===== src/common/uid_pkg.sv =====
// Constants for the three-channel serial block with infrared and DMA.
// Assumes one 10 MHz bus clock; register map is per-channel words.
package uid_pkg;
   localparam int CLK_KHZ   = 10000;
   // Shortest low-power infrared pulse, in ns
   localparam int IR_LP_NS  = 1140;
   localparam int IR_LP_CYC = (IR_LP_NS * CLK_KHZ + 999999) / 1000000;
   localparam logic [3:0] IR_PULSE_SUB = 4'h3;   // 3/16 of a bit
   localparam logic [3:0] SUB_MID      = 4'h7;
   localparam logic [3:0] SUB_END      = 4'hF;

   // Address: haddr[6:5] channel, haddr[4:2] register
   localparam logic [1:0] CH_GLOBAL = 2'h3;
   localparam logic [2:0] R_DATA    = 3'h0;
   localparam logic [2:0] R_CTRL    = 3'h1;
   localparam logic [2:0] R_DIV     = 3'h2;
   localparam logic [2:0] R_STAT    = 3'h3;
   localparam logic [2:0] R_MASK    = 3'h4;
   localparam logic [2:0] R_MODEM   = 3'h5;
   localparam logic [2:0] R_LEVEL   = 3'h6;
   localparam logic [2:0] R_CLKSEL  = 3'h0;

   // Control fields
   localparam int C_LEN   = 0;
   localparam int C_STOP2 = 2;
   localparam int C_PEN   = 3;
   localparam int C_PODD  = 4;
   localparam int C_BRK   = 5;
   localparam int C_IR    = 6;
   localparam int C_IRLP  = 7;
   localparam int C_FEN   = 8;
   localparam int C_TRIG  = 9;
   localparam int C_DRX   = 12;
   localparam int C_DTX   = 13;
   localparam logic [13:0] CTRL_RST = 14'h0303;
   localparam logic [15:0] DIV_RST  = 16'h0001;

   // Status and mask bits
   localparam int S_RXD = 0;
   localparam int S_RXT = 1;
   localparam int S_TXT = 2;
   localparam int S_OVR = 3;
   localparam int S_PAR = 4;
   localparam int S_FRM = 5;
   localparam int S_BRK = 6;
   localparam int S_MDM = 7;

   // Receive entry flags above the data byte
   localparam int E_PE  = 8;
   localparam int E_FE  = 9;
   localparam int E_BRK = 10;

   typedef enum logic [2:0] {
      ST_IDLE  = 3'h0,
      ST_START = 3'h1,
      ST_DATA  = 3'h3,
      ST_PAR   = 3'h2,
      ST_STOP  = 3'h6
   } uid_state_t;
endpackage


===== src/design/uid_serial_top.sv =====
// Three asynchronous serial channels with infrared coding and DMA requests.
// Assumes an AHB-Lite master on hclk, sole slave; pins are asynchronous.
//
// Function
// Three independent channels, each with own configuration, FIFOs, line state.
// Bit rate up to 1.5 Mbit/s, set by divider and bus clock; code tops out at bus clock over 16, 625 kbit/s at 10 MHz.
// 16-entry transmit and receive FIFOs; either disable gives single-character path; code has one C_FEN bit that disables both FIFOs together.
// Trigger level programmable in eighths, one to seven eighths.
// Baud divider source is master clock or master clock halved.
// Frame: start bit, 5 to 8 data bits, one or two stops.
// Even, odd or no parity; generated on transmit, checked on receive.
// Reject false start bits; generate and detect line break.
// Infrared encode and decode on channel pins, up to 115.2 kbit/s.
// Infrared pulse is 3/16 bit or fixed 1.14 to 2.23 us.
// Only channel zero has CTS, DCD, DSR, RI in and RTS, DTR out.
// No one-and-half stop bits, no separate receive clock.
// Only channels zero and one raise DMA requests.
// DMA single and burst requests for transmit and receive.
// Burst requests only while FIFOs are enabled.
// Baud reference from master clock, optional halving, shared reference.
// Parity, framing, overrun and break flagged, each can interrupt.
// Receiver samples at 16x bit rate, takes bit mid-period.
`timescale 1ns/1ps
module uid_serial_top #(
   parameter int NCH    = 3,
   parameter int FIFO_D = 16,
   parameter int DIV_W  = 16
) (
   input  wire logic             hclk,
   input  wire logic             hresetn,
   input  wire logic             hsel,
   input  wire logic [31:0]      haddr,
   input  wire logic [1:0]       htrans,
   input  wire logic             hwrite,
   input  wire logic [2:0]       hsize,
   input  wire logic [31:0]      hwdata,
   input  wire logic             hready,
   output logic      [31:0]      hrdata,
   output logic                  hreadyout,
   output logic                  hresp,
   output logic                  irq,
   input  wire logic [NCH-1:0]   serial_receive_pin,
   output logic      [NCH-1:0]   serial_transmit_pin,
   input  wire logic             modem_cts_n,
   input  wire logic             modem_dcd_n,
   input  wire logic             modem_dsr_n,
   input  wire logic             modem_ri_n,
   output logic                  modem_rts_n,
   output logic                  modem_dtr_n,
   output logic      [1:0]       dma_rx_single,
   output logic      [1:0]       dma_rx_burst,
   output logic      [1:0]       dma_tx_single,
   output logic      [1:0]       dma_tx_burst
);
   localparam int AW = $clog2(FIFO_D);
   localparam int CW = AW + 1;
   localparam logic [CW-1:0] DEPTH = CW'(FIFO_D);
   localparam logic [CW-1:0] ONE   = CW'(1);

   function automatic logic hit(input logic [4:0] a, input logic [1:0] ch,
                                input logic [2:0] r);
      return a == {ch, r};
   endfunction

   function automatic logic [7:0] dmask(input logic [1:0] len);
      return 8'hFF >> (2'h3 - len);
   endfunction

   // Eighths of the depth; a disabled FIFO holds one character
   function automatic logic [CW-1:0] trig_lvl(input logic fen,
                                              input logic [2:0] t);
      logic [2:0] e;
      e = (t == 3'h0) ? 3'h1 : t;
      return fen ? CW'(e) * (DEPTH >> 3) : ONE;
   endfunction

   logic             hready_reg;
   logic [31:0]      hrdata_reg;
   logic             irq_reg;
   logic             wr_pend;
   logic             rd_pend;
   logic [4:0]       addr_q;
   logic             clksel_reg;
   logic             half_tog;
   logic             ref_en;
   logic [3:0]       mdm_s1;
   logic [3:0]       mdm_s2;
   logic [3:0]       mdm_s3;
   logic             rts_n_reg;
   logic             dtr_n_reg;
   logic [31:0]      rd_val [NCH];
   logic [NCH-1:0]   irq_vec;
   logic             take;
   logic             rd_pop;

   assign hrdata      = hrdata_reg;
   assign hreadyout   = hready_reg;
   assign hresp       = 1'b0;
   assign irq         = irq_reg;
   assign modem_rts_n = rts_n_reg;
   assign modem_dtr_n = dtr_n_reg;
   assign take   = hsel & htrans[1] & hready;
   assign rd_pop = rd_pend & ~hready_reg;

   // Writes land in the data phase; reads get one wait state so a
   // read right after a write sees the new value.
   always_ff @(posedge hclk or negedge hresetn) begin
      if (!hresetn) begin
         hready_reg <= 1'b1;
         wr_pend    <= 1'b0;
         rd_pend    <= 1'b0;
         addr_q     <= 5'h00;
      end else begin
         wr_pend <= take & hwrite;
         rd_pend <= take & ~hwrite;
         if (take)
            addr_q <= haddr[6:2];
         if (take & ~hwrite)
            hready_reg <= 1'b0;
         else if (rd_pop)
            hready_reg <= 1'b1;
      end
   end

   always_ff @(posedge hclk or negedge hresetn) begin
      if (!hresetn) begin
         hrdata_reg <= 32'h0000_0000;
      end else if (rd_pop) begin
         if (hit(addr_q, uid_pkg::CH_GLOBAL, uid_pkg::R_CLKSEL))
            hrdata_reg <= {31'h0, clksel_reg};
         else if (addr_q[4:3] < 2'(NCH))
            hrdata_reg <= rd_val[addr_q[4:3]];
         else
            hrdata_reg <= 32'h0000_0000;
      end
   end

   // Shared baud reference for all channels
   always_ff @(posedge hclk or negedge hresetn) begin
      if (!hresetn) begin
         clksel_reg <= 1'b0;
         half_tog   <= 1'b0;
      end else begin
         half_tog <= ~half_tog;
         if (wr_pend && hit(addr_q, uid_pkg::CH_GLOBAL, uid_pkg::R_CLKSEL))
            clksel_reg <= hwdata[0];
      end
   end
   assign ref_en = ~clksel_reg | half_tog;

   // Modem lines exist on channel zero only
   always_ff @(posedge hclk or negedge hresetn) begin
      if (!hresetn) begin
         mdm_s1    <= 4'hF;
         mdm_s2    <= 4'hF;
         mdm_s3    <= 4'hF;
         rts_n_reg <= 1'b1;
         dtr_n_reg <= 1'b1;
      end else begin
         mdm_s1 <= {modem_cts_n, modem_dcd_n, modem_dsr_n, modem_ri_n};
         mdm_s2 <= mdm_s1;
         mdm_s3 <= mdm_s2;
         if (wr_pend && hit(addr_q, 2'h0, uid_pkg::R_MODEM)) begin
            rts_n_reg <= ~hwdata[0];
            dtr_n_reg <= ~hwdata[1];
         end
      end
   end

   always_ff @(posedge hclk or negedge hresetn) begin
      if (!hresetn)
         irq_reg <= 1'b0;
      else
         irq_reg <= |irq_vec;
   end

   for (genvar c = 0; c < NCH; c++) begin : g_ch
      localparam logic [1:0] CH = 2'(c);
      logic [13:0]      ctrl_reg;
      logic [DIV_W-1:0] div_reg;
      logic [DIV_W-1:0] bcnt;
      logic [7:0]       stat_reg;
      logic [7:0]       mask_reg;
      logic [7:0]       ev;
      logic             tick;
      logic [1:0]       len;
      logic             fen;
      logic [CW-1:0]    lvl;
      logic [7:0]       tmem [FIFO_D];
      logic [AW-1:0]    twp;
      logic [AW-1:0]    trp;
      logic [CW-1:0]    tcnt;
      logic             tpush;
      logic             tpop;
      uid_pkg::uid_state_t tst;
      logic [3:0]       tsub;
      logic [2:0]       tbit;
      logic [7:0]       tsh;
      logic             tpar;
      logic             tline;
      logic             tbound;
      logic [4:0]       lpcnt;
      logic             tpin_q;
      logic [10:0]      rmem [FIFO_D];
      logic [AW-1:0]    rwp;
      logic [AW-1:0]    rrp;
      logic [CW-1:0]    rcnt;
      logic             rpush;
      logic             rpop;
      logic             rs1;
      logic             rs2;
      logic [3:0]       irh;
      logic             rline;
      uid_pkg::uid_state_t rst;
      logic [3:0]       rsub;
      logic [2:0]       rbit;
      logic [7:0]       rsh;
      logic             rpbit;
      logic             armed;
      logic [7:0]       rdat;
      logic [10:0]      rent;
      logic [3:0]       mdm_in;

      assign len = ctrl_reg[uid_pkg::C_LEN +: 2];
      assign fen = ctrl_reg[uid_pkg::C_FEN];
      assign lvl = trig_lvl(fen, ctrl_reg[uid_pkg::C_TRIG +: 3]);
      assign mdm_in = (c == 0) ? mdm_s2 : 4'h0;

      always_ff @(posedge hclk or negedge hresetn) begin
         if (!hresetn) begin
            ctrl_reg <= uid_pkg::CTRL_RST;
            div_reg  <= uid_pkg::DIV_RST;
            mask_reg <= 8'h00;
         end else if (wr_pend) begin
            if (hit(addr_q, CH, uid_pkg::R_CTRL))
               ctrl_reg <= hwdata[13:0];
            if (hit(addr_q, CH, uid_pkg::R_DIV))
               div_reg <= hwdata[DIV_W-1:0];
            if (hit(addr_q, CH, uid_pkg::R_MASK))
               mask_reg <= hwdata[7:0];
         end
      end

      // 16x tick; top rate is the reference over 16
      always_ff @(posedge hclk or negedge hresetn) begin
         if (!hresetn)
            bcnt <= '0;
         else if (ref_en)
            bcnt <= (bcnt != '0) ? bcnt - 1'b1 :
                    (div_reg != '0) ? div_reg - 1'b1 : '0;
      end
      assign tick = ref_en & (bcnt == '0);

      // Transmit FIFO; writes while full are dropped
      assign tpush = wr_pend & hit(addr_q, CH, uid_pkg::R_DATA) &
                     (tcnt < (fen ? DEPTH : ONE));
      assign tpop  = tick & (tst == uid_pkg::ST_IDLE) & (tcnt != '0);
      always_ff @(posedge hclk or negedge hresetn) begin
         if (!hresetn) begin
            twp  <= '0;
            trp  <= '0;
            tcnt <= '0;
         end else begin
            if (tpush) begin
               tmem[twp] <= hwdata[7:0];
               twp       <= twp + 1'b1;
            end
            if (tpop)
               trp <= trp + 1'b1;
            if (tpush & ~tpop)
               tcnt <= tcnt + ONE;
            else if (tpop & ~tpush)
               tcnt <= tcnt - ONE;
         end
      end

      always_ff @(posedge hclk or negedge hresetn) begin
         if (!hresetn) begin
            tst  <= uid_pkg::ST_IDLE;
            tsub <= 4'h0;
            tbit <= 3'h0;
            tsh  <= 8'h00;
            tpar <= 1'b0;
         end else if (tpop) begin
            tst  <= uid_pkg::ST_START;
            tsub <= 4'h0;
            tbit <= 3'h0;
            tsh  <= tmem[trp] & dmask(len);
            tpar <= ^(tmem[trp] & dmask(len)) ^
                    ctrl_reg[uid_pkg::C_PODD];
         end else if (tick && tst != uid_pkg::ST_IDLE) begin
            tsub <= tsub + 4'h1;
            if (tsub == uid_pkg::SUB_END) begin
               unique case (tst)
                  uid_pkg::ST_START: tst <= uid_pkg::ST_DATA;
                  uid_pkg::ST_DATA: begin
                     tsh  <= tsh >> 1;
                     tbit <= tbit + 3'h1;
                     if (tbit == {1'b0, len} + 3'h4) begin
                        tbit <= 3'h0;
                        tst  <= ctrl_reg[uid_pkg::C_PEN] ?
                                uid_pkg::ST_PAR : uid_pkg::ST_STOP;
                     end
                  end
                  uid_pkg::ST_PAR: tst <= uid_pkg::ST_STOP;
                  uid_pkg::ST_STOP: begin
                     // Whole stop bits only, one or two
                     if (ctrl_reg[uid_pkg::C_STOP2] && tbit == 3'h0)
                        tbit <= 3'h1;
                     else
                        tst <= uid_pkg::ST_IDLE;
                  end
                  uid_pkg::ST_IDLE: tst <= uid_pkg::ST_IDLE;
               endcase
            end
         end
      end

      always_comb begin
         unique case (tst)
            uid_pkg::ST_START: tline = 1'b0;
            uid_pkg::ST_DATA:  tline = tsh[0];
            uid_pkg::ST_PAR:   tline = tpar;
            default:           tline = 1'b1;
         endcase
      end
      assign tbound = tpop | (tick & (tst != uid_pkg::ST_IDLE) &
                              (tsub == uid_pkg::SUB_END));

      // Low-power pulse counted in bus clocks from each bit start
      always_ff @(posedge hclk or negedge hresetn) begin
         if (!hresetn)
            lpcnt <= 5'h00;
         else if (tbound)
            lpcnt <= 5'(uid_pkg::IR_LP_CYC);
         else if (lpcnt != 5'h00)
            lpcnt <= lpcnt - 5'h01;
      end

      // Infrared: a zero bit is a high pulse, the line otherwise low
      always_ff @(posedge hclk or negedge hresetn) begin
         if (!hresetn)
            tpin_q <= 1'b1;
         else if (ctrl_reg[uid_pkg::C_BRK])
            tpin_q <= ctrl_reg[uid_pkg::C_IR];
         else if (ctrl_reg[uid_pkg::C_IR])
            tpin_q <= ~tline & (ctrl_reg[uid_pkg::C_IRLP] ?
                      (lpcnt != 5'h00) :
                      (tsub < uid_pkg::IR_PULSE_SUB));
         else
            tpin_q <= tline;
      end
      assign serial_transmit_pin[c] = tpin_q;

      // Receive pin synchroniser and infrared pulse stretch
      always_ff @(posedge hclk or negedge hresetn) begin
         if (!hresetn) begin
            rs1 <= 1'b1;
            rs2 <= 1'b1;
            irh <= 4'h0;
         end else begin
            rs1 <= serial_receive_pin[c];
            rs2 <= rs1;
            if (rs2)
               irh <= uid_pkg::SUB_END;
            else if (tick && irh != 4'h0)
               irh <= irh - 4'h1;
         end
      end
      assign rline = ctrl_reg[uid_pkg::C_IR] ?
                     ~(rs2 | (irh != 4'h0)) : rs2;

      assign rdat = (rsh >> (2'h3 - len)) & dmask(len);
      assign rent[7:0]          = rdat;
      assign rent[uid_pkg::E_PE] = ctrl_reg[uid_pkg::C_PEN] &
             (^rdat ^ rpbit ^ ctrl_reg[uid_pkg::C_PODD]);
      assign rent[uid_pkg::E_FE] = ~rline;
      assign rent[uid_pkg::E_BRK] = ~rline & (rdat == 8'h00) &
             ~(ctrl_reg[uid_pkg::C_PEN] & rpbit);
      assign rpush = tick & (rst == uid_pkg::ST_STOP) &
                     (rsub == uid_pkg::SUB_END);

      always_ff @(posedge hclk or negedge hresetn) begin
         if (!hresetn) begin
            rst   <= uid_pkg::ST_IDLE;
            rsub  <= 4'h0;
            rbit  <= 3'h0;
            rsh   <= 8'h00;
            rpbit <= 1'b0;
            armed <= 1'b0;
         end else begin
            // After a break, wait for the line to rise again
            if (rst == uid_pkg::ST_IDLE && rline)
               armed <= 1'b1;
            if (tick) begin
               rsub <= rsub + 4'h1;
               unique case (rst)
                  uid_pkg::ST_IDLE: begin
                     rsub <= 4'h0;
                     if (armed && !rline)
                        rst <= uid_pkg::ST_START;
                  end
                  uid_pkg::ST_START: begin
                     if (rsub == uid_pkg::SUB_MID) begin
                        rsub <= 4'h0;
                        rbit <= 3'h0;
                        rst  <= rline ? uid_pkg::ST_IDLE :
                                uid_pkg::ST_DATA;
                     end
                  end
                  uid_pkg::ST_DATA: begin
                     if (rsub == uid_pkg::SUB_END) begin
                        rsh  <= {rline, rsh[7:1]};
                        rbit <= rbit + 3'h1;
                        if (rbit == {1'b0, len} + 3'h4)
                           rst <= ctrl_reg[uid_pkg::C_PEN] ?
                                  uid_pkg::ST_PAR : uid_pkg::ST_STOP;
                     end
                  end
                  uid_pkg::ST_PAR: begin
                     if (rsub == uid_pkg::SUB_END) begin
                        rpbit <= rline;
                        rst   <= uid_pkg::ST_STOP;
                     end
                  end
                  uid_pkg::ST_STOP: begin
                     if (rsub == uid_pkg::SUB_END) begin
                        rst   <= uid_pkg::ST_IDLE;
                        armed <= rline;
                     end
                  end
               endcase
            end
         end
      end

      // Receive FIFO; a full FIFO drops the new character
      assign rpop = rd_pop & hit(addr_q, CH, uid_pkg::R_DATA) &
                    (rcnt != '0);
      always_ff @(posedge hclk or negedge hresetn) begin
         if (!hresetn) begin
            rwp  <= '0;
            rrp  <= '0;
            rcnt <= '0;
         end else begin
            if (ev[uid_pkg::S_RXD]) begin
               rmem[rwp] <= rent;
               rwp       <= rwp + 1'b1;
            end
            if (rpop)
               rrp <= rrp + 1'b1;
            if (ev[uid_pkg::S_RXD] & ~rpop)
               rcnt <= rcnt + ONE;
            else if (rpop & ~ev[uid_pkg::S_RXD])
               rcnt <= rcnt - ONE;
         end
      end

      always_comb begin
         ev = 8'h00;
         ev[uid_pkg::S_RXD] = rpush & (rcnt < (fen ? DEPTH : ONE));
         ev[uid_pkg::S_OVR] = rpush & ~(rcnt < (fen ? DEPTH : ONE));
         ev[uid_pkg::S_PAR] = rpush & rent[uid_pkg::E_PE];
         ev[uid_pkg::S_FRM] = rpush & rent[uid_pkg::E_FE];
         ev[uid_pkg::S_BRK] = rpush & rent[uid_pkg::E_BRK];
         ev[uid_pkg::S_RXT] = rcnt >= lvl;
         ev[uid_pkg::S_TXT] = tcnt <= (DEPTH - lvl);
         ev[uid_pkg::S_MDM] = (c == 0) && (mdm_s2 != mdm_s3);
      end

      // Sticky, write one to clear; a new event beats the clear
      always_ff @(posedge hclk or negedge hresetn) begin
         if (!hresetn)
            stat_reg <= 8'h00;
         else if (wr_pend && hit(addr_q, CH, uid_pkg::R_STAT))
            stat_reg <= (stat_reg & ~hwdata[7:0]) | ev;
         else
            stat_reg <= stat_reg | ev;
      end
      assign irq_vec[c] = |(stat_reg & mask_reg);

      always_comb begin
         unique case (addr_q[2:0])
            uid_pkg::R_DATA:  rd_val[c] = {21'h0, rmem[rrp]};
            uid_pkg::R_CTRL:  rd_val[c] = {18'h0, ctrl_reg};
            uid_pkg::R_DIV:   rd_val[c] = 32'(div_reg);
            uid_pkg::R_STAT:  rd_val[c] = {24'h0, stat_reg};
            uid_pkg::R_MASK:  rd_val[c] = {24'h0, mask_reg};
            uid_pkg::R_MODEM: rd_val[c] = (c == 0) ?
               {26'h0, ~mdm_in, ~dtr_n_reg, ~rts_n_reg} : 32'h0;
            uid_pkg::R_LEVEL: rd_val[c] = {20'h0,
               tst != uid_pkg::ST_IDLE, rst != uid_pkg::ST_IDLE,
               5'(tcnt), 5'(rcnt)};
            default:          rd_val[c] = 32'h0;
         endcase
      end

      if (c < 2) begin : g_dma
         logic rxs;
         logic rxb;
         logic txs;
         logic txb;
         always_ff @(posedge hclk or negedge hresetn) begin
            if (!hresetn) begin
               rxs <= 1'b0;
               rxb <= 1'b0;
               txs <= 1'b0;
               txb <= 1'b0;
            end else begin
               rxs <= ctrl_reg[uid_pkg::C_DRX] & (rcnt != '0);
               rxb <= ctrl_reg[uid_pkg::C_DRX] & fen &
                      (rcnt >= lvl);
               txs <= ctrl_reg[uid_pkg::C_DTX] &
                      (tcnt < (fen ? DEPTH : ONE));
               txb <= ctrl_reg[uid_pkg::C_DTX] & fen &
                      (tcnt <= DEPTH - lvl);
            end
         end
         assign dma_rx_single[c] = rxs;
         assign dma_rx_burst[c]  = rxb;
         assign dma_tx_single[c] = txs;
         assign dma_tx_burst[c]  = txb;
      end
   end
endmodule


===== config.mk =====
export PLATFORM = sky130hd
export DESIGN_NAME = uid_serial_top
export DESIGN_NICKNAME = d
export VERILOG_FILES = /design/src/common/uid_pkg.sv /design/src/design/uid_serial_top.sv
export SDC_FILE = /design/constraint.sdc
export NUM_CORES = 2
export LEC_CHECK = 0
export BUFFER_PORTS_ARGS = -buffer_cell sky130_fd_sc_hd__buf_2
export CAP_MARGIN = 20
export CORE_MARGIN = 2
export CORE_UTILIZATION = 37
export CTS_CLUSTER_DIAMETER = 40
export DETAILED_ROUTE_END_ITERATION = 8
export GPL_TIMING_DRIVEN = 0
export PLACE_DENSITY = 0.57
export SYNTH_ARGS = -nofsm -noshare
export SYNTH_HDL_FRONTEND = slang
export SYNTH_SLANG_ARGS = --single-unit

===== constraint.sdc =====
create_clock -name hclk -period 3.6 [get_ports hclk]
set_input_delay 0.36 -clock hclk [delete_from_list [all_inputs] [get_ports hclk]]
set_output_delay 0.36 -clock hclk [all_outputs]
set_load 0.01 [all_outputs]

==> results.py <==
metrics = {
    "outcome": {
        "status": "finished, violations left",
        "violations": "setup timing",
    },
    "timing": {
        "fmax_ghz": 0.270,
        "rsz0062_at_grt": "true",
        "min_period_ps": 3710,
        "hold_viol_final": 0,
        "report.final.slew_viol_count": 0,
        "post-route-period-util_pct": 103,
        "setup_ws_ps": -106,
        "fin_skew_ps": 39.9,
        "worst_slew_pin_slew_ps": 1210,
        "relSlewSlack_pct": 19.5,
        "holdWs_ps": 39.5,
        "setup_viol": 2,
    },
    "global_route": {
        "grt_pass1_wl_um": 255000,
        "grt_pass1_vias": 38061,
        "track_usage_pct": 20.1,
        "antenna_found_initial": 2,
        "grt_max_degree": 113,
        "overflow": 0,
    },
    "final_layout": {
        "nFillCells": 15003,
        "synthToLayoutAreaGrowth_pct": 17.7,
        "layout_common_cells": "edfxtp_1 (912), dfrtp_1 (426), nand2_1 (312)",
        "top_register": "g_ch.rmem",
        "fin_area_sq_um": 73100,
        "utilization_pct": 43.8,
        "final_nets": 4833,
        "largest_reg_flops": 528,
        "reg_top3": "g_ch.rmem x528, g_ch.tmem x384",
        "drive_gt1_share_pct": 23.2,
        "mostFrequentLayoutCell": "edfxtp_1",
    },
    "setup_path": {
        "arrival_ps": 4450,
        "end_kind": "flip-flop",
        "crit_fanout": 10,
        "crit_path_start_kind": "flip-flop",
        "required_ps": 4340,
        "crit_type": "reg -> reg",
    },
    "yosys": {
        "yosysSeqAreaShare_pct": 62.9,
        "synth_top_flop_cell": "edfxtp_1",
        "ys_ff_latch": 1378,
        "synthesis.area_sq_um": 62100,
        "synthCells": 4253,
        "async_flop_share_pct": 33.8,
        "yosys_warnings": 0,
        "yosysUniqueCellTypes": 85,
        "synth_area_per_cell_sq_um": 14.6,
        "synth_edf_count": 912,
    },
    "placed_design": {
        "dp_slack_ps": -1180,
        "place_hpwl_um": 120000,
        "portBuffers": 64,
        "gp_congestion": 0.962,
        "place_area_sq_um": 66200,
    },
    "power": {
        "peakVddDrop_v": 0.000532,
        "power_leakage_nw": 27.3,
        "power_density_nw_per_um2": 578,
    },
    "floorplanning": {
        "dieArea_sq_um": 171000,
        "initial_utilization_pct": 37.2,
        "io_pins": 129,
        "core-area_sq_um": 167000,
        "die_h_um": 414,
        "std_cell_rows": 150,
        "dieWidth_um": 414,
    },
    "clock_tree": {
        "clock_tree.htree_level_count": 4,
        "cts_buffers": 182,
        "cts_tree": "yes",
        "cts-root-buf": "clkbuf_16",
        "clk_latency_ps": 800,
        "clockBufferDepth": 3,
        "clk_pin_slew_worst_paths_ps": 60,
        "clock_sinks": 1378,
    },
    "worst_hold_path": {
        "min_path_type": "in -> reg",
    },
    "route": {
        "vias": 38448,
        "drt-initial-drc-count": 3687,
        "drt_wl_total_um": 172000,
        "antenna_left": 0,
        "first_pass_iters": 6,
        "drc": 0,
        "via_per_inst": 5.51,
        "wire_per_inst_um": 24.7,
    },
    "job": {
        "max_cap_viol_count": 0,
    },
}
[layout make-up]
cell class | count | area [sq um] | share of cell area (%)
Sequential cell | 1378 | 39100 | 53.5
Buffer | 219 | 1160 | 1.59
Tap cell | 2204 | 2760 | 3.77
Clock buffer | 231 | 4960 | 6.78
Multi-Input combinational cell | 2531 | 21900 | 30.0
Antenna cell | 2 | 5.00 | 0.00684
Timing Repair Buffer | 172 | 1600 | 2.19
Clock inverter | 107 | 1120 | 1.53
Inverter | 129 | 489 | 0.669
[per-layer routing]
| metal | part of all wire (%) | wire length (um) | global-route usage [%] |
|---|---|---|---|
| met4 | 3.8 | 6540 | 7.59 |
| met2 | 47 | 81200 | 32.2 |
| met3 | 5.3 | 9050 | 3.15 |
| met5 | 0 | 0 | 0 |
| met1 | 44 | 75200 | 27.8 |
[stage by stage]
stage	TNS, ps	instances	power (mW)
final	-185	6973	42.2
after global routing	-956	6972	43.8
after CTS	-15.4	6960	42.4
after detailed placement	-550460	6601	24.3
after global placement	-	6539	24.1
after floorplan	0	4271	22.2
[synthesized netlist by cell type (all sizes together), types with 30 or more instances]
master	instances	area, sq um
dfstp	39	1020
a22o	30	263
nand3	81	405
dfrtp	427	10700
or3	36	225
mux2	181	2040
mux2i	56	561
nand2b	36	225
xor2	56	490
nor2b	45	282
mux4	266	6160
o21ai	181	906
a22oi	61	458
nand2	313	1180
inv	129	484
ha	133	1660
xnor2	97	850
a21oi	159	796
buf	93	633
clkbuf	140	526
edfxtp	912	27400
nor3	103	537
nor2	264	993
nand4	31	194
[logic make-up after synthesis]
family / synth area share [%]
DFF: 62.9
other: 0.0121
buffers and inverters: 2.64
adders and majority gates: 2.87
and+or+nand+nor: 8.04
xor gates and xnor gates: 2.48
muxes: 14.1
AOI/OAI and AO/OA: 6.93
[repair_timing]
action | in CTS | in global routing
setup buffers | 6 | 7
hold buffers | 25 | 2
pin swaps | 5 | 3
setup endpoints to repair | 929 | 366
gates resized for setup | 47 | 91
hold endpoints to repair | 110 | 19
[path summary, 6_finish.rpt]
check                      startpoint                  end  slack (ps)  cells past startpoint
min in group asynchronous     hresetn  g_ch[0].ctrl_reg[0]         320                      2
max reg2reg                 addr_q[0]           hrdata[10]        -110                      9
min                            hready              rd_pend          40                      3
max                         addr_q[0]           hrdata[10]        -110                      9
max in group asynchronous     hresetn          g_ch[1].rs2        2300                      4
min reg2reg                 mdm_s1[1]    g_ch[0].mdm_in[1]         350                      0
[power breakdown]
group          internal (mW)  switching [mW]
sequential              17.8            1.05
clock                   10.9            7.13
combinational           2.19            3.17
[critical path, cell delays in order, from the launching register on]
cell	delay, ps
dfrtp_1	360
clkbuf_1	220
clkbuf_2	330
nor2b_1	800
clkbuf_1	680
a22oi_1	140
o22ai_1	310
a21oi_1	120
o21ai_0	470
a22o_1	210
No activity file was read; power rests on OpenSTA's default activity.
